===== config.mk =====
export PLATFORM = sky130hd
export DESIGN_NAME = fbgp_port
export DESIGN_NICKNAME = d
export VERILOG_FILES = /design/src/shared/fbgp_pkg.sv /design/src/rtl/fbgp_pin_cell.sv /design/src/rtl/fbgp_port.sv /design/src/rtl/fbgp_regfile.sv
export VERILOG_INCLUDE_DIRS = /design/src /design/src/shared
export SDC_FILE = /design/constraint.sdc
export NUM_CORES = 1
export LEC_CHECK = 0
export BUFFER_PORTS_ARGS = -buffer_cell sky130_fd_sc_hd__buf_2
export CORE_MARGIN = 5
export CORE_UTILIZATION = 49
export DETAILED_ROUTE_END_ITERATION = 10
export HOLD_SLACK_MARGIN = 0.12
export PLACE_DENSITY = 0.81
export SETUP_SLACK_MARGIN = 0.05
export SLEW_MARGIN = 20
export SYNTH_ARGS = -nofsm -noshare
export SYNTH_HDL_FRONTEND = slang
export SYNTH_SLANG_ARGS = --single-unit

===== constraint.sdc =====
create_clock -name core_clk -period 3.1 [get_ports core_clk]
set_input_delay 0.31 -clock core_clk [delete_from_list [all_inputs] [get_ports core_clk]]
set_output_delay 0.31 -clock core_clk [all_outputs]
set_load 0.01 [all_outputs]

===== src/shared/fbgp_cfg.svh =====
// Offsets, field positions, reset values and sizes for the five-pin port.
// Assumes inclusion by bare name from the package or design files.
`ifndef FBGP_CFG_SVH
`define FBGP_CFG_SVH

`define FBGP_ADDR_W 4
`define FBGP_OFF_LATCH 4'h0
`define FBGP_OFF_DIR 4'h1
`define FBGP_OFF_PULLUP 4'h2
`define FBGP_OFF_STANDBY 4'h3
`define FBGP_PINS 5
`define FBGP_MSB 4
`define FBGP_LATCH_RST 5'h00
`define FBGP_DIR_RST 5'h00
`define FBGP_PULLUP_RST 5'h00
`define FBGP_STBY_SPL_BIT 0
`define FBGP_STBY_RST 8'h00
`define FBGP_CLK_PIN 4

`endif


===== src/shared/fbgp_pkg.sv =====
// Types shared by the port files.
// Assumes the configuration header is on the include path.
`include "fbgp_cfg.svh"

package fbgp_pkg;
    typedef logic [`FBGP_MSB:0] fbgp_pins_t;
    typedef logic [7:0] fbgp_byte_t;
    typedef enum logic [1:0] {
        FBGP_RUN,
        FBGP_STBY_HOLD,
        FBGP_STBY_HIZ
    } fbgp_mode_e;
endpackage


===== src/rtl/fbgp_pin_cell.sv =====
// One pin of the port: drive select, standby isolation, pull-up and input path.
// Assumes all controls are synchronous to core_clk; pad level comes back on pad_in.
`timescale 1ns/1ns

module fbgp_pin_cell
    import fbgp_pkg::*;
(
    input wire logic latch_bit,
    input wire logic dir_bit,
    input wire logic pullup_bit,
    input wire logic periph_oe,
    input wire logic periph_out,
    input wire logic force_hiz,
    input wire logic keep_input,
    input wire logic pad_in,
    output logic pad_out,
    output logic pad_oe,
    output logic pullup_on,
    output logic pin_value
);
    wire logic drive_req;
    wire logic drive_val;

    // Peripheral takeover wins over the port direction.
    assign drive_req = periph_oe | dir_bit;
    assign drive_val = periph_oe ? periph_out : latch_bit;
    assign pad_oe = drive_req & ~force_hiz;
    assign pad_out = drive_val;
    // A driven low pad would only waste current through the pull-up.
    assign pullup_on = pullup_bit & ~(pad_oe & ~drive_val);
    // Blocked inputs read low so a floating pad cannot leak.
    assign pin_value = pad_in & (~force_hiz | keep_input);
endmodule


===== src/rtl/fbgp_port.sv =====
// Top of the five-pin general-purpose port: bus slave, standby control, pin cells.
// Assumes a bus master with one-cycle strobes and pads resolved outside from pad_oe.
`timescale 1ns/1ns
`include "fbgp_cfg.svh"

module fbgp_port
    import fbgp_pkg::*;
(
    input wire logic core_clk,
    input wire logic sys_rst,
    input wire logic [`FBGP_ADDR_W-1:0] bus_addr,
    input wire fbgp_byte_t bus_wdata,
    input wire logic bus_wr,
    input wire logic bus_rd,
    input wire logic bus_rd_rmw,
    output fbgp_byte_t bus_rdata,
    input wire fbgp_pins_t periph_oe,
    input wire fbgp_pins_t periph_out,
    output fbgp_pins_t periph_in,
    input wire logic stop_or_watch,
    input wire logic ext_int_ch0_enable,
    input wire logic wakeup_pin_select,
    input wire fbgp_pins_t pad_in,
    output fbgp_pins_t pad_out,
    output fbgp_pins_t pad_oe,
    output fbgp_pins_t pullup_on
);
    fbgp_pins_t port_output_latch;
    fbgp_pins_t port_direction;
    fbgp_pins_t port_pullup_enable;
    fbgp_pins_t pin_value;
    fbgp_pins_t latch_view;
    fbgp_pins_t pin_or_latch;
    fbgp_byte_t next_rdata;
    fbgp_mode_e mode;
    logic standby_pin_state_bit;
    wire logic sel_latch;
    wire logic sel_dir;
    wire logic sel_pullup;
    wire logic sel_standby;
    wire logic force_hiz;
    wire logic keep_clk_input;

    assign sel_latch = bus_addr == `FBGP_OFF_LATCH;
    assign sel_dir = bus_addr == `FBGP_OFF_DIR;
    assign sel_pullup = bus_addr == `FBGP_OFF_PULLUP;
    assign sel_standby = bus_addr == `FBGP_OFF_STANDBY;

    fbgp_regfile u_regs (
        .core_clk(core_clk),
        .sys_rst(sys_rst),
        .wr_latch(bus_wr & sel_latch),
        .wr_dir(bus_wr & sel_dir),
        .wr_pullup(bus_wr & sel_pullup),
        .wr_standby(bus_wr & sel_standby),
        .wdata(bus_wdata),
        .port_output_latch(port_output_latch),
        .port_direction(port_direction),
        .port_pullup_enable(port_pullup_enable),
        .standby_pin_state_bit(standby_pin_state_bit)
    );

    // Standby mode decode; only the isolating mode changes the pins.
    always_comb begin
        case ({stop_or_watch, standby_pin_state_bit})
            2'b10: mode = FBGP_STBY_HOLD;
            2'b11: mode = FBGP_STBY_HIZ;
            default: mode = FBGP_RUN;
        endcase
    end

    assign force_hiz = mode == FBGP_STBY_HIZ;
    // The counter clock pin keeps its input so it can still wake the part.
    assign keep_clk_input = ext_int_ch0_enable & wakeup_pin_select;

    genvar i;
    generate
        for (i = 0; i < `FBGP_PINS; i++) begin : g_pin
            fbgp_pin_cell u_cell (
                .latch_bit(port_output_latch[i]),
                .dir_bit(port_direction[i]),
                .pullup_bit(port_pullup_enable[i]),
                .periph_oe(periph_oe[i]),
                .periph_out(periph_out[i]),
                .force_hiz(force_hiz),
                .keep_input((i == `FBGP_CLK_PIN) ? keep_clk_input : 1'b0),
                .pad_in(pad_in[i]),
                .pad_out(pad_out[i]),
                .pad_oe(pad_oe[i]),
                .pullup_on(pullup_on[i]),
                .pin_value(pin_value[i])
            );
            // Output-port pins read the latch; others read the pad level.
            assign pin_or_latch[i] = (port_direction[i] & ~periph_oe[i]) ? port_output_latch[i] : pin_value[i];
        end
    endgenerate

    assign periph_in = pin_value;
    assign latch_view = bus_rd_rmw ? port_output_latch : pin_or_latch;

    always_comb begin
        next_rdata = 8'h00;
        if (sel_latch) next_rdata = {3'h0, latch_view};
        else if (sel_dir) next_rdata = {3'h0, port_direction};
        else if (sel_pullup) next_rdata = {3'h0, port_pullup_enable};
        else if (sel_standby) next_rdata = {7'h00, standby_pin_state_bit};
    end

    // Read data stands only in the cycle after the strobe; otherwise zero.
    always_ff @(posedge core_clk) begin
        if (sys_rst) bus_rdata <= 8'h00;
        else if (bus_rd) bus_rdata <= next_rdata;
        else bus_rdata <= 8'h00;
    end

    a_out_drives_latch: assert property (@(posedge core_clk) disable iff (sys_rst)
        (port_direction[0] && !periph_oe[0] && !force_hiz) |-> (pad_oe[0] && pad_out[0] == port_output_latch[0]))
        else $error("output pin not driving latch");
    a_in_not_driven: assert property (@(posedge core_clk) disable iff (sys_rst)
        (!port_direction[1] && !periph_oe[1]) |-> !pad_oe[1]) else $error("input pin driven");
    a_periph_takes_pin: assert property (@(posedge core_clk) disable iff (sys_rst)
        (periph_oe[2] && !force_hiz) |-> (pad_oe[2] && pad_out[2] == periph_out[2]))
        else $error("peripheral output not on pin");
    a_hiz_standby: assert property (@(posedge core_clk) disable iff (sys_rst)
        force_hiz |-> (pad_oe == 5'h00 && pin_value[3:0] == 4'h0)) else $error("standby pins not isolated");
    a_clk_pin_open: assert property (@(posedge core_clk) disable iff (sys_rst)
        (force_hiz && keep_clk_input) |-> pin_value[4] == pad_in[4]) else $error("wake pin blocked");
    a_hold_standby: assert property (@(posedge core_clk) disable iff (sys_rst)
        (stop_or_watch && !standby_pin_state_bit) |-> pad_oe == (port_direction | periph_oe))
        else $error("pin state changed in hold standby");
    a_pullup_low_off: assert property (@(posedge core_clk) disable iff (sys_rst)
        (pad_oe[0] && !pad_out[0]) |-> !pullup_on[0]) else $error("pull-up on driven low pin");
    a_pullup_follows: assert property (@(posedge core_clk) disable iff (sys_rst)
        !pad_oe[3] |-> pullup_on[3] == port_pullup_enable[3]) else $error("pull-up not following enable");
    a_read_rmw_latch: assert property (@(posedge core_clk) disable iff (sys_rst)
        (bus_rd && bus_rd_rmw && sel_latch) |=> bus_rdata == {3'h0, $past(port_output_latch)})
        else $error("rmw read not latch");
    a_read_input_pin: assert property (@(posedge core_clk) disable iff (sys_rst)
        (bus_rd && !bus_rd_rmw && sel_latch && !port_direction[0] && !force_hiz) |=> bus_rdata[0] == $past(pad_in[0]))
        else $error("input read not pin");
    a_upper_zero: assert property (@(posedge core_clk) disable iff (sys_rst)
        bus_rdata[7:5] == 3'h0) else $error("upper bits not zero");
    // Outside isolating standby every pin is driven exactly when the port or a peripheral claims it.
    a_dir_sets_oe: assert property (@(posedge core_clk) disable iff (sys_rst)
        !force_hiz |-> pad_oe == (port_direction | periph_oe)) else $error("direction not applied to pins");
    a_out_read_latch: assert property (@(posedge core_clk) disable iff (sys_rst)
        (bus_rd && !bus_rd_rmw && sel_latch && port_direction[1] && !periph_oe[1])
        |=> bus_rdata[1] == $past(port_output_latch[1])) else $error("output pin read not latch");
    a_unmapped_zero: assert property (@(posedge core_clk) disable iff (sys_rst)
        (bus_rd && bus_addr > `FBGP_OFF_STANDBY) |=> bus_rdata == 8'h00) else $error("unmapped read not zero");
    // Read data must not linger, or a later idle cycle could be taken as a fresh answer.
    a_rdata_one_cycle: assert property (@(posedge core_clk) disable iff (sys_rst)
        !bus_rd |=> bus_rdata == 8'h00) else $error("read data held too long");
endmodule


===== src/rtl/fbgp_regfile.sv =====
// Storage for the latch, direction, pull-up and standby pin-state registers.
// Assumes one-cycle write strobes from the bus decoder in the top module.
`timescale 1ns/1ns
`include "fbgp_cfg.svh"

module fbgp_regfile
    import fbgp_pkg::*;
(
    input wire logic core_clk,
    input wire logic sys_rst,
    input wire logic wr_latch,
    input wire logic wr_dir,
    input wire logic wr_pullup,
    input wire logic wr_standby,
    input wire fbgp_byte_t wdata,
    output fbgp_pins_t port_output_latch,
    output fbgp_pins_t port_direction,
    output fbgp_pins_t port_pullup_enable,
    output logic standby_pin_state_bit
);
    always_ff @(posedge core_clk) begin
        if (sys_rst) begin
            port_output_latch <= `FBGP_LATCH_RST;
            port_direction <= `FBGP_DIR_RST;
            port_pullup_enable <= `FBGP_PULLUP_RST;
            standby_pin_state_bit <= 1'b0;
        end else begin
            // The latch takes every write whatever the direction.
            if (wr_latch) port_output_latch <= wdata[`FBGP_MSB:0];
            if (wr_dir) port_direction <= wdata[`FBGP_MSB:0];
            if (wr_pullup) port_pullup_enable <= wdata[`FBGP_MSB:0];
            if (wr_standby) standby_pin_state_bit <= wdata[`FBGP_STBY_SPL_BIT];
        end
    end

    a_reset_dir_clear: assert property (@(posedge core_clk)
        sys_rst |=> port_direction == 5'h00) else $error("direction not cleared by reset");
    a_latch_write_any: assert property (@(posedge core_clk) disable iff (sys_rst)
        wr_latch |=> port_output_latch == $past(wdata[`FBGP_MSB:0])) else $error("latch write lost");
endmodule


==> flow_summary.json <==
{
  "status": "finished clean",
  "grt_util_all_layers_pct": 16.5,
  "die_w_um": 61.6,
  "syn_inst": 167,
  "wl_per_cell_um": 13.3,
  "postCtsSetupRepairBufs": 0,
  "worstSetupPathType": "register to output pin",
  "numClockSinks": 21,
  "clkTransAtPathRegs_ns": 0.13,
  "synthFlopType": "dfxtp_1",
  "ys_ff_latch": 21,
  "cts_buffer_depth": 2,
  "worst_pin_slew_ns": 0.701,
  "root_buffer": "clkbuf_4",
  "cts_resized": 0,
  "slew_headroom_pct": 53.2,
  "final-max-slew-violation-count": 0,
  "io_pins": 63,
  "skew_ns": 0.00773,
  "rsz0062_at_grt": "no",
  "ir_drop_mv": 0.214,
  "io_buffers": 56,
  "holdCritPathClass": "primary input to register",
  "grt_max_degree": 20,
  "crit_required_ns": 2.79,
  "synth_edf_count": 0,
  "first_global_vias": 1092,
  "grt_overflow_total": 0,
  "syn_avg_cell_area_um2": 7.81,
  "grt_pass1_wl_um": 4710,
  "drtIter0Drc": 41,
  "num_antenna_cells": 0,
  "p_per_area_nw_per_um2": 346,
  "maxCapViolations": 0,
  "fillers": 264,
  "gp_congestion": 0.758,
  "cts_tree": "done",
  "cts_buffers": 3,
  "detail-route-antenna-nets": 0,
  "utilization_pct": 57.5,
  "power_mw": 0.502,
  "period_share_pct": 56.6,
  "layout_common_cells": "buf_2 (56), nand2_1 (21), a21oi_1 (21), dfxtp_1 (21), nand3_1 (16)",
  "dp_hpwl_um": 2270,
  "synthDistinctLibCells": 28,
  "wl_um": 3070,
  "start_kind": "register",
  "cp-end-kind": "output pin",
  "first_pass_iters": 4,
  "drc": 0,
  "rows": 18,
  "initial_core_util_pct": 51.7,
  "syn_area_um2": 1300,
  "synth-async-reset-ratio_pct": 0,
  "worstPathArrival_ns": 1.45,
  "cts.hold.buffers_added": 0,
  "final_common_cell": "buf_2",
  "dp_worst_setup_slack_ns": 1.40,
  "drive_above_1_share_pct": 33.5,
  "setup_ws_ns": 1.34,
  "syn2layout_area_growth_pct": 11.2,
  "seq_area_frac_synth_pct": 32.2,
  "htreeDepth": 1,
  "clock_latency_ns": 0.31,
  "antenna_found_initial": 0,
  "dieArea_um2": 3790,
  "via_count": 1194,
  "finalSetupViolations": 0,
  "hold_viol": 0,
  "ys_warn_count": 0,
  "max_freq_ghz": 0.569,
  "die_height_um": 61.6,
  "core-area_um2": 2520,
  "viasPerCell": 5.19,
  "min_period_ns": 1.76,
  "critPathMaxFanout": 10,
  "setup-tns-final_ns": 0,
  "nets": 236,
  "leakagePower_nw": 0.646
}
-- sequential cells by signal (all words and copies together) (netlist names) --
signal                        flops
u_regs.standby_pin_state_bit      1
bus_rdata                         5
u_regs.port_pullup_enable         5
u_regs.port_output_latch          5
u_regs.port_direction             5
-- Yosys cell counts, types with 2 or more instances --
cell,instances,area (um2)
a22oi_1,3,22.5
nor2_1,2,7.51
inv_1,10,37.5
a31oi_1,3,18.8
o21a_1,5,37.5
nand3_1,16,80.1
dfxtp_1,21,420
a21oi_1,21,105
o21ai_0,6,30.0
nand3b_1,2,15.0
and2_1,4,25.0
buf_2,3,15.0
nor2b_1,5,31.3
buf_4,23,173
nand4bb_1,2,22.5
o211ai_1,2,15.0
nand2_1,21,78.8
mux2i_1,4,40.0
mux2_2,5,56.3
-- stage by stage --
step / hold slack [ns] / cells / cell area (um2)
2_1_floorplan: 0.446 / 169 / 1310
3_3_place_gp: 0.460 / 226 / 1420
3_5_place_dp: 0.466 / 226 / 1420
4_1_cts: 0.253 / 230 / 1450
5_1_grt: 0.261 / 230 / 1450
6_report: 0.258 / 230 / 1450
-- layout make-up --
cell class,instances,area (um2),area share [%]
multi-input combinational,109,647,44.6
timing repair buffer,56,280,19.3
clock buffer,3,22.5,1.55
clock inverter,1,5.00,0.345
sequential,21,420,29.0
inverter,10,37.5,2.59
tap,30,37.5,2.59
-- logic make-up (layout without fill, tap and decap cells) --
| group | count (synthesis) | in the layout | share of synthesized area [%] |
|---|---|---|---|
| compound gates | 42 | 42 | 18.8 |
| buf+inv | 39 | 70 | 18.7 |
| flops | 21 | 21 | 32.2 |
| mux | 9 | 9 | 7.39 |
| other cells | 1 | 3 | 0.288 |
| simple gates | 55 | 55 | 22.6 |
-- metal layers --
metal | share of wire (%) | GRT usage, % | vias up
met4 | 1.4 | 5.45 | 0
met3 | 5.6 | 2.73 | 4
li1 | - | - | 617
met2 | 50 | 27.7 | 27
met5 | 0 | 0 | -
met1 | 43 | 21.5 | 546
-- worst max-delay path: stages, from the launching register on --
cell and delay (ns):
dfxtp_1 0.34, nand2_1 0.27, o21ai_0 0.20, o21a_1 0.20, buf_2 0.13
-- where the power goes --
| part | internal, mW | total, mW | switching (mW) |
|---|---|---|---|
| registers | 0.273 | 0.275 | 0.00227 |
| logic | 0.0384 | 0.0897 | 0.0513 |
| clock network | 0.0482 | 0.137 | 0.0890 |
| total | 0.360 | 0.502 | 0.143 |
-- worst paths after layout --
check                                     from                     endpoint  slack (ns)  depth (start not counted)
setup / recovery  u_regs.standby_pin_state_bit                 pullup_on[2]        1.34                          4
hold reg to reg    u_regs.port_output_latch[3]  u_regs.port_output_latch[3]        0.48                          2
setup reg to reg  u_regs.standby_pin_state_bit                 bus_rdata[1]        1.83                          4
hold / removal                    bus_wdata[4]     u_regs.port_direction[4]        0.26                          3
(Power assumes the default switching activity.)
